### config.mk
export PLATFORM = sky130hd
export DESIGN_NAME = isg_isolated_spi_gpio
export DESIGN_NICKNAME = d
export VERILOG_FILES = /design/src/verilog/isg_pkg.sv /design/src/verilog/isg_isolated_spi_gpio.sv
export SDC_FILE = /design/constraint.sdc
export NUM_CORES = 1
export LEC_CHECK = 0
export BUFFER_PORTS_ARGS = -buffer_cell sky130_fd_sc_hd__buf_2
export CAP_MARGIN = 20
export CELL_PAD_IN_SITES_DETAIL_PLACEMENT = 1
export CELL_PAD_IN_SITES_GLOBAL_PLACEMENT = 2
export CORE_ASPECT_RATIO = 1.5
export CORE_UTILIZATION = 35
export CTS_CLUSTER_SIZE = 30
export DETAILED_ROUTE_END_ITERATION = 8
export PLACE_DENSITY_LB_ADDON = 0.1
export SLEW_MARGIN = 10
export SYNTH_ARGS = -nofsm -noshare
export SYNTH_HDL_FRONTEND = slang
export SYNTH_SLANG_ARGS = --single-unit
### constraint.sdc
create_clock -name clk -period 1.9 [get_ports clk]
set_input_delay 0.38 -clock clk [delete_from_list [all_inputs] [get_ports clk]]
set_output_delay 0.38 -clock clk [all_outputs]
set_load 0.01 [all_outputs]
### src/verilog/isg_pkg.sv
// constants shared by the isolated spi and gp channel block
package isg_pkg;

   // ****************************************
   // clock and timing
   // ****************************************
   localparam int CLK_PERIOD_NS = 100;
   // wake-up latency after chip select falls, a least time
   localparam int WAKE_NS = 100;
   localparam int WAKE_CYC_RAW = (WAKE_NS + CLK_PERIOD_NS - 1) / CLK_PERIOD_NS;
   localparam int WAKE_CYC = (WAKE_CYC_RAW < 1) ? 1 : WAKE_CYC_RAW;
   // peak sampling jitter of the gp channels, a longest time
   localparam int GP_JITTER_NS = 10000;
   localparam int GP_FRAME_RAW = GP_JITTER_NS / CLK_PERIOD_NS;
   localparam int GP_FRAME_CYC = (GP_FRAME_RAW < 1) ? 1 : GP_FRAME_RAW;
   // cycles spent sampling per round trip, one per direction
   localparam int GP_SAMPLE_CYC = 2;

   // ****************************************
   // channel counts
   // ****************************************
   localparam int GP_N_FWD = 2;
   localparam int GP_N_REV = 1;

   // ****************************************
   // synchroniser vector layout
   // ****************************************
   localparam int SY_CLK = 0;
   localparam int SY_MOSI = 1;
   localparam int SY_CS = 2;
   localparam int SY_MISO = 3;
   localparam int SY_HPWR = 4;
   localparam int SY_FPWR = 5;
   localparam int SY_GP = 6;

   // ****************************************
   // reset values
   // ****************************************
   localparam logic RST_CS = 1'h1;
   localparam logic RST_LOW = 1'h0;

   // ****************************************
   // gp packet sequencer states
   // ****************************************
   typedef enum logic [1:0] {
      GP_SAMPLE_FWD = 2'b00,
      GP_SHIFT_FWD = 2'b01,
      GP_SAMPLE_REV = 2'b10,
      GP_SHIFT_REV = 2'b11
   } isg_gp_state_t;

endpackage : isg_pkg

### src/verilog/isg_isolated_spi_gpio.sv
// isolated spi pass-through channels and sampled gp channels
//
// Contract
// - carry clock, data, select across; data back
// - no clock sync; any spi mode passes
// - select low active; high means low power
// - wake gated channels about 100 ns after fall
// - select high: far select high, others tristate
// - select low: outputs follow their inputs
// - sample side together, one packet, alternate directions
// - gp outputs lag inputs up to 10 us; the code lags up to about 16.5 us host to far, 13.3 us far to host
// - gp outputs low until both sides powered
// - power loss: survivor holds, losing side low
`timescale 1ns/1ps

module isg_isolated_spi_gpio
   import isg_pkg::*;
#(
   parameter int N_FWD = GP_N_FWD,
   parameter int N_REV = GP_N_REV,
   parameter int WAKE_CYCLES = WAKE_CYC,
   parameter int FRAME_CYCLES = GP_FRAME_CYC
) (
   // clock and reset
   input wire logic clk,
   input wire logic resetn,
   // host side spi pins
   input wire logic host_clock_in,
   input wire logic host_data_in_fwd,
   input wire logic host_chip_sel_in,
   output logic host_data_out_back,
   output logic host_data_out_back_oe,
   // far side spi pins
   output logic far_clock_out,
   output logic far_clock_out_oe,
   output logic far_data_out_fwd,
   output logic far_data_out_fwd_oe,
   output logic far_chip_sel_out,
   input wire logic far_data_in_back,
   // supply presence levels
   input wire logic host_supply,
   input wire logic far_supply,
   // gp channels, host to far
   input wire logic [N_FWD-1:0] gp_input_line_host,
   output logic [N_FWD-1:0] far_gp_output,
   // gp channels, far to host
   input wire logic [N_REV-1:0] gp_input_line_far,
   output logic [N_REV-1:0] host_gp_output
);

   // ****************************************
   // derived sizes
   // ****************************************
   localparam int N_ALL = N_FWD + N_REV;
   localparam int SY_W = SY_GP + N_ALL;
   localparam int BIT_RAW = (FRAME_CYCLES - GP_SAMPLE_CYC) / N_ALL;
   localparam int BIT_CYC = (BIT_RAW < 1) ? 1 : BIT_RAW;
   localparam int CW = $clog2(BIT_CYC + 1);
   localparam int NMAX = (N_FWD > N_REV) ? N_FWD : N_REV;
   localparam int IW = (NMAX > 1) ? $clog2(NMAX) : 1;
   localparam int WW = $clog2(WAKE_CYCLES + 1);
   localparam logic [CW-1:0] BIT_LAST = CW'(BIT_CYC - 1);
   localparam logic [IW-1:0] FWD_LAST = IW'(N_FWD - 1);
   localparam logic [IW-1:0] REV_LAST = IW'(N_REV - 1);
   localparam logic [WW-1:0] WAKE_DONE = WW'(WAKE_CYCLES);

   // ****************************************
   // input synchronisers
   // ****************************************
   logic [SY_W-1:0] async_in;
   logic [SY_W-1:0] sync_a;
   logic [SY_W-1:0] sync_b;

   assign async_in = {gp_input_line_far, gp_input_line_host,
                      far_supply, host_supply, far_data_in_back,
                      host_chip_sel_in, host_data_in_fwd, host_clock_in};

   // every pin is treated alike, so no channel is aligned to the clock
   genvar gi;
   generate
      for (gi = 0; gi < SY_W; gi = gi + 1) begin : g_sync
         always_ff @(posedge clk) begin
            if (!resetn) begin
               sync_a[gi] <= (gi == SY_CS) ? RST_CS : RST_LOW;
               sync_b[gi] <= (gi == SY_CS) ? RST_CS : RST_LOW;
            end else begin
               sync_a[gi] <= async_in[gi];
               sync_b[gi] <= sync_a[gi];
            end
         end
      end
   endgenerate

   logic s_clk;
   logic s_mosi;
   logic s_cs;
   logic s_miso;
   logic s_hpwr;
   logic s_fpwr;
   logic [N_FWD-1:0] s_gp_host;
   logic [N_REV-1:0] s_gp_far;

   assign s_clk = sync_b[SY_CLK];
   assign s_mosi = sync_b[SY_MOSI];
   assign s_cs = sync_b[SY_CS];
   assign s_miso = sync_b[SY_MISO];
   assign s_hpwr = sync_b[SY_HPWR];
   assign s_fpwr = sync_b[SY_FPWR];
   assign s_gp_host = sync_b[SY_GP +: N_FWD];
   assign s_gp_far = sync_b[SY_GP + N_FWD +: N_REV];

   // ****************************************
   // chip select gating and wake-up
   // ****************************************
   logic [WW-1:0] wake_cnt;
   logic spi_active;

   always_ff @(posedge clk) begin
      if (!resetn) begin
         wake_cnt <= '0;
      end else if (s_cs) begin
         wake_cnt <= '0;
      end else if (wake_cnt != WAKE_DONE) begin
         wake_cnt <= wake_cnt + WW'(1);
      end
   end

   // rising select cuts the channels at once, no wait
   assign spi_active = !s_cs && (wake_cnt == WAKE_DONE);

   // ****************************************
   // spi pass-through outputs
   // ****************************************
   // far select mirrors host select
   // low select drives far select low
   always_ff @(posedge clk) begin
      if (!resetn) begin
         far_chip_sel_out <= RST_CS;
      end else begin
         far_chip_sel_out <= s_cs;
      end
   end

   always_ff @(posedge clk) begin
      if (!resetn) begin
         far_clock_out_oe <= RST_LOW;
         far_data_out_fwd_oe <= RST_LOW;
         host_data_out_back_oe <= RST_LOW;
      end else begin
         far_clock_out_oe <= spi_active;
         far_data_out_fwd_oe <= spi_active;
         host_data_out_back_oe <= spi_active;
      end
   end

   always_ff @(posedge clk) begin
      if (!resetn) begin
         far_clock_out <= RST_LOW;
         far_data_out_fwd <= RST_LOW;
         host_data_out_back <= RST_LOW;
      end else begin
         // parked levels held low to save toggling power
         far_clock_out <= spi_active ? s_clk : RST_LOW;
         far_data_out_fwd <= spi_active ? s_mosi : RST_LOW;
         host_data_out_back <= spi_active ? s_miso : RST_LOW;
      end
   end

   // ****************************************
   // gp packet sequencer
   // ****************************************
   isg_gp_state_t gp_state;
   logic [CW-1:0] bit_cnt;
   logic [IW-1:0] bit_idx;
   logic bit_end;
   logic [N_FWD-1:0] fwd_tx;
   logic [N_REV-1:0] rev_tx;
   logic [N_FWD-1:0] fwd_rx;
   logic [N_REV-1:0] rev_rx;
   logic coil_bit;
   logic fwd_done;
   logic rev_done;

   assign bit_end = (bit_cnt == BIT_LAST);

   always_ff @(posedge clk) begin
      if (!resetn) begin
         gp_state <= GP_SAMPLE_FWD;
         bit_cnt <= '0;
         bit_idx <= '0;
      end else begin
         case (gp_state)
            GP_SAMPLE_FWD: begin
               bit_cnt <= '0;
               bit_idx <= '0;
               gp_state <= GP_SHIFT_FWD;
            end
            GP_SHIFT_FWD: begin
               if (bit_end) begin
                  bit_cnt <= '0;
                  if (bit_idx == FWD_LAST) begin
                     bit_idx <= '0;
                     gp_state <= GP_SAMPLE_REV;
                  end else begin
                     bit_idx <= bit_idx + IW'(1);
                  end
               end else begin
                  bit_cnt <= bit_cnt + CW'(1);
               end
            end
            GP_SAMPLE_REV: begin
               bit_cnt <= '0;
               bit_idx <= '0;
               gp_state <= GP_SHIFT_REV;
            end
            GP_SHIFT_REV: begin
               if (bit_end) begin
                  bit_cnt <= '0;
                  if (bit_idx == REV_LAST) begin
                     bit_idx <= '0;
                     gp_state <= GP_SAMPLE_FWD;
                  end else begin
                     bit_idx <= bit_idx + IW'(1);
                  end
               end else begin
                  bit_cnt <= bit_cnt + CW'(1);
               end
            end
            default: begin
               gp_state <= GP_SAMPLE_FWD;
            end
         endcase
      end
   end

   // sample one side in one cycle
   always_ff @(posedge clk) begin
      if (!resetn) begin
         fwd_tx <= '0;
         rev_tx <= '0;
      end else begin
         if (gp_state == GP_SAMPLE_FWD) begin
            fwd_tx <= s_gp_host;
         end
         if (gp_state == GP_SAMPLE_REV) begin
            rev_tx <= s_gp_far;
         end
      end
   end

   // one bit at a time on the coil
   always_ff @(posedge clk) begin
      if (!resetn) begin
         coil_bit <= RST_LOW;
      end else if (gp_state == GP_SHIFT_FWD) begin
         coil_bit <= fwd_tx[bit_idx];
      end else if (gp_state == GP_SHIFT_REV) begin
         coil_bit <= rev_tx[bit_idx];
      end else begin
         coil_bit <= RST_LOW;
      end
   end

   // receiver samples at bit end, well after the coil settled
   always_ff @(posedge clk) begin
      if (!resetn) begin
         fwd_rx <= '0;
         rev_rx <= '0;
         fwd_done <= RST_LOW;
         rev_done <= RST_LOW;
      end else begin
         fwd_done <= RST_LOW;
         rev_done <= RST_LOW;
         if (gp_state == GP_SHIFT_FWD && bit_end) begin
            fwd_rx[bit_idx] <= coil_bit;
            fwd_done <= (bit_idx == FWD_LAST);
         end
         if (gp_state == GP_SHIFT_REV && bit_end) begin
            rev_rx[bit_idx] <= coil_bit;
            rev_done <= (bit_idx == REV_LAST);
         end
      end
   end

   // ****************************************
   // gp supply handling
   // ****************************************
   logic both_pwr;
   logic ever_both;

   assign both_pwr = s_hpwr && s_fpwr;

   // remembers a completed startup; cleared only when both go down
   always_ff @(posedge clk) begin
      if (!resetn) begin
         ever_both <= RST_LOW;
      end else if (both_pwr) begin
         ever_both <= 1'h1;
      end else if (!s_hpwr && !s_fpwr) begin
         ever_both <= RST_LOW;
      end
   end

   always_ff @(posedge clk) begin
      if (!resetn) begin
         far_gp_output <= '0;
      end else if (!s_fpwr || !ever_both) begin
         far_gp_output <= '0;
      end else if (both_pwr && fwd_done) begin
         far_gp_output <= fwd_rx;
      end
   end

   always_ff @(posedge clk) begin
      if (!resetn) begin
         host_gp_output <= '0;
      end else if (!s_hpwr || !ever_both) begin
         host_gp_output <= '0;
      end else if (both_pwr && rev_done) begin
         host_gp_output <= rev_rx;
      end
   end

endmodule : isg_isolated_spi_gpio

==> flow_summary.yaml <==
outcome:
  status: "finished clean"
drt:
  via_count: 1161
  drc: 0
  drt_iter0_markers: 28
  ant_nets: 0
  wl_per_cell_um: 12.20
  routed_wl_um: 3039
  drt_pass1_iterations: 2
  via_per_inst: 4.663
worst_setup_path:
  regToRegSetupSlack_ps: 310
  r2r_cells: 5
  worst-path-max-fanout: 7
  startpoint_type: "register"
  endpoint_kind: "register"
  arrival_ps: 1780
  rr_endpoint: "gp_state[0]$_SDFFE_PN0P_"
  crit_type: "reg -> reg"
  r2r_start: "gp_state[1]$_SDFFE_PN0P_"
  cp.required_ps: 2090
floorplanning:
  coreArea_um2: 4542
  fp.dieW_um: 58.45
  dieArea_um2: 5066
  initial_core_util_pct: 36.83
  die_y_um: 86.67
  io_pins: 21
  num_rows: 30
timing:
  finalSetupViolCount: 0
  fin_crit_ps: 1588
  max_freq_mhz: 629.7
  layout_worst_path_cycle_share_pct: 83.58
  finalSetupTns_ps: 0
  clock_skew_ps: 6.737
  layout_setup_ws_ps: 311.9
  whs_ps: 272.5
  slew_viol_final: 0
  tightest_slew_ps: 462.4
  rsz0062_at_grt: "no"
  hold_violations: 0
  slew-limit-headroom_pct: 68.97
placement:
  dpl.cell_count: 241
  place_ws_ps: 332.8
  finalWeightedCongestion: 0.7182
  place_area_um2: 1814
  dpl.hpwl_um: 2300
  portBuffers: 20
grt:
  antenna_found_initial: 0
  grt_max_degree: 27
  grtUsageTotal_pct: 14.09
  overflow: 0
  grt_pass1_vias: 1213
  grt_pass1_wl_um: 5278
clock_network:
  clk-insertion-delay-late_ps: 300
  htreeDepth: 2
  root_buffer: "clkbuf_8"
  cts_resized: 0
  path_clk_slew_ps: 90
  cts_buffers: 5
  postCtsSetupBuffers: 0
  cts_tree: "built"
  cts_buffer_depth: 2
  cts.sinks: 46
  cts_hold_buf: 0
layout:
  design_area_um2: 1907
  fillers: 525
  n_antenna_cell: 0
  final_nets: 203
  register_area_um2: 920.9
  drive_above_1_share_pct: 18.38
  syn2layout_area_growth_pct: 13.99
  instances_no_fill: 249
  multi_input_area_um2: 675.6
hold_path:
  hold_end: "sync_a[2]$_SDFF_PN1_"
  min_path_type: "in -> reg"
  holdCritStartpoint: "host_chip_sel_in"
  holdPathStages: 2
synth:
  synthCells: 164
  synth_xor_area_share_pct: 1.571
  synth_fp_nets: 183
  synth.mux.area_fraction_pct: 4.862
  synth_edf_count: 0
  synth_top_family_by_area: "simple AND/OR/NAND/NOR gates"
  synth_compound_area_share_pct: 6.432
  yosys_warnings: 0
  syn-cell-area_um2: 1673
  synth_top_area_cell: "dfxtp_1"
  ys.flop_type: "dfxtp_1"
  async_flop_share_pct: 0
  synth_top_area_share_pct: 55.05
  synthTopCellsByArea: "dfxtp_1, and2_1, ha_1, mux2i_1, nand2_1"
  syn_avg_cell_area_um2: 10.20
  synth_seq_cells: 46
  synthSimpleGateAreaFrac_pct: 21.54
  synth-adder-area-share_pct: 5.984
  ys_types: 33
  synthTopCellsByCount: "dfxtp_1, and2_1, nand2_1, nor2_1"
  seq_area_frac_synth_pct: 55.05
  yosysMostFrequentCell: "dfxtp_1"
power:
  vdd_drop_max_mv: 0.4197
  leakage_nw: 0.7632
  powerDensity_nw_per_um2: 1047
run:
  maxCapViolCount: 0
## area by class of cell
class | instances | area share, %
multi-input cells | 102 | 35.43
repair buffers | 21 | 5.643
clock buffers | 5 | 3.609
well taps | 64 | 4.199
clock inverters | 3 | 1.247
flip-flops and latches | 46 | 48.29
inverters | 8 | 1.575
## logic make-up (layout without fill, tap and decap cells)
kind of cell             after synthesis  in the layout
AND/OR/NAND/NOR                       66             66
XOR/XNOR                               3              3
adder cells (fa/ha/maj)                8              8
flip-flops                            46             46
multiplexers                           8              8
buffers and inverters                 16             37
AO/OA/AOI/OAI                         17             17
## per-stage QoR
stage / utilization (%) / total power, mW
after floorplan: - / 1.341
after global placement: 39.94 / 1.402
after detailed placement: 39.94 / 1.426
after CTS: 41.98 / 2.038
after global routing: 41.98 / 2.126
final: 41.98 / 1.997
## flip-flops by register name, summed over array words and instances, names as in the netlist, 2 cells and up
signal	count
gp_state	2
bit_cnt	6
fwd_rx	2
fwd_tx	2
far_gp_output	2
s_gp_host	2
sync_a	9
## placed cells by master, fill, tap and decap left out
master and count:
nor2b_1 2, and2_1 18, and3_2 1, clkbuf_8 5, inv_1 8, or4_1 2
dfxtp_1 46, nor3_1 2, a21oi_1 8, and3_1 3, a31o_2 2, nor3b_1 1
nand2_1 11, o21ai_1 1, buf_2 20, nor4_1 2, xor2_1 2, nand4_1 1
mux2_2 1, o21ai_0 1, nand3_1 7, ha_1 8, o31ai_1 1, a211oi_1 2
nand2b_1 3, inv_6 1, buf_4 1, nand3b_1 2, mux2i_1 7, a311oi_1 2
nand3_2 1, xnor2_1 1, clkinvlp_4 2, nor2_1 10
## worst max-delay path: stages (launching register included)
cell and delay, ps:
dfxtp_1 350, inv_1 130, ha_1 290, mux2i_1 160
a31o_2 280, a211oi_1 290
## power breakdown
part	switching (mW)	leakage [nW]	internal, mW	total, mW
registers	0.0539	0.376	1.02	1.08
logic	0.176	0.347	0.144	0.320
clock network	0.338	0.0408	0.263	0.601
## how the worst max path moves through the flow
stage	start	endpoint	slack, ps	cells past startpoint
3_3_place_gp	gp_state[1]$_SDFFE_PN0P_	gp_state[0]$_SDFFE_PN0P_	460	5
4_1_cts	gp_state[1]$_SDFFE_PN0P_	gp_state[0]$_SDFFE_PN0P_	310	5
6_report	gp_state[1]$_SDFFE_PN0P_	gp_state[0]$_SDFFE_PN0P_	310	5
5_1_grt	bit_cnt[0]$_SDFF_PP0_	gp_state[0]$_SDFFE_PN0P_	180	4
2_1_floorplan	bit_cnt[0]$_SDFF_PP0_	fwd_rx[1]$_SDFFE_PN0P_	570	4
3_5_place_dp	gp_state[1]$_SDFFE_PN0P_	gp_state[0]$_SDFFE_PN0P_	330	5
## layer usage
layer  global-route usage (%)  vias to the layer above  wire length, um
met3                    4.478                        4              103
li1                         -                      581                -
met5                        0                        -                0
met4                    6.494                        0               44
met1                    13.83                      554             1202
met2                    26.12                       22             1689
No activity file was read; power rests on OpenSTA's default activity.
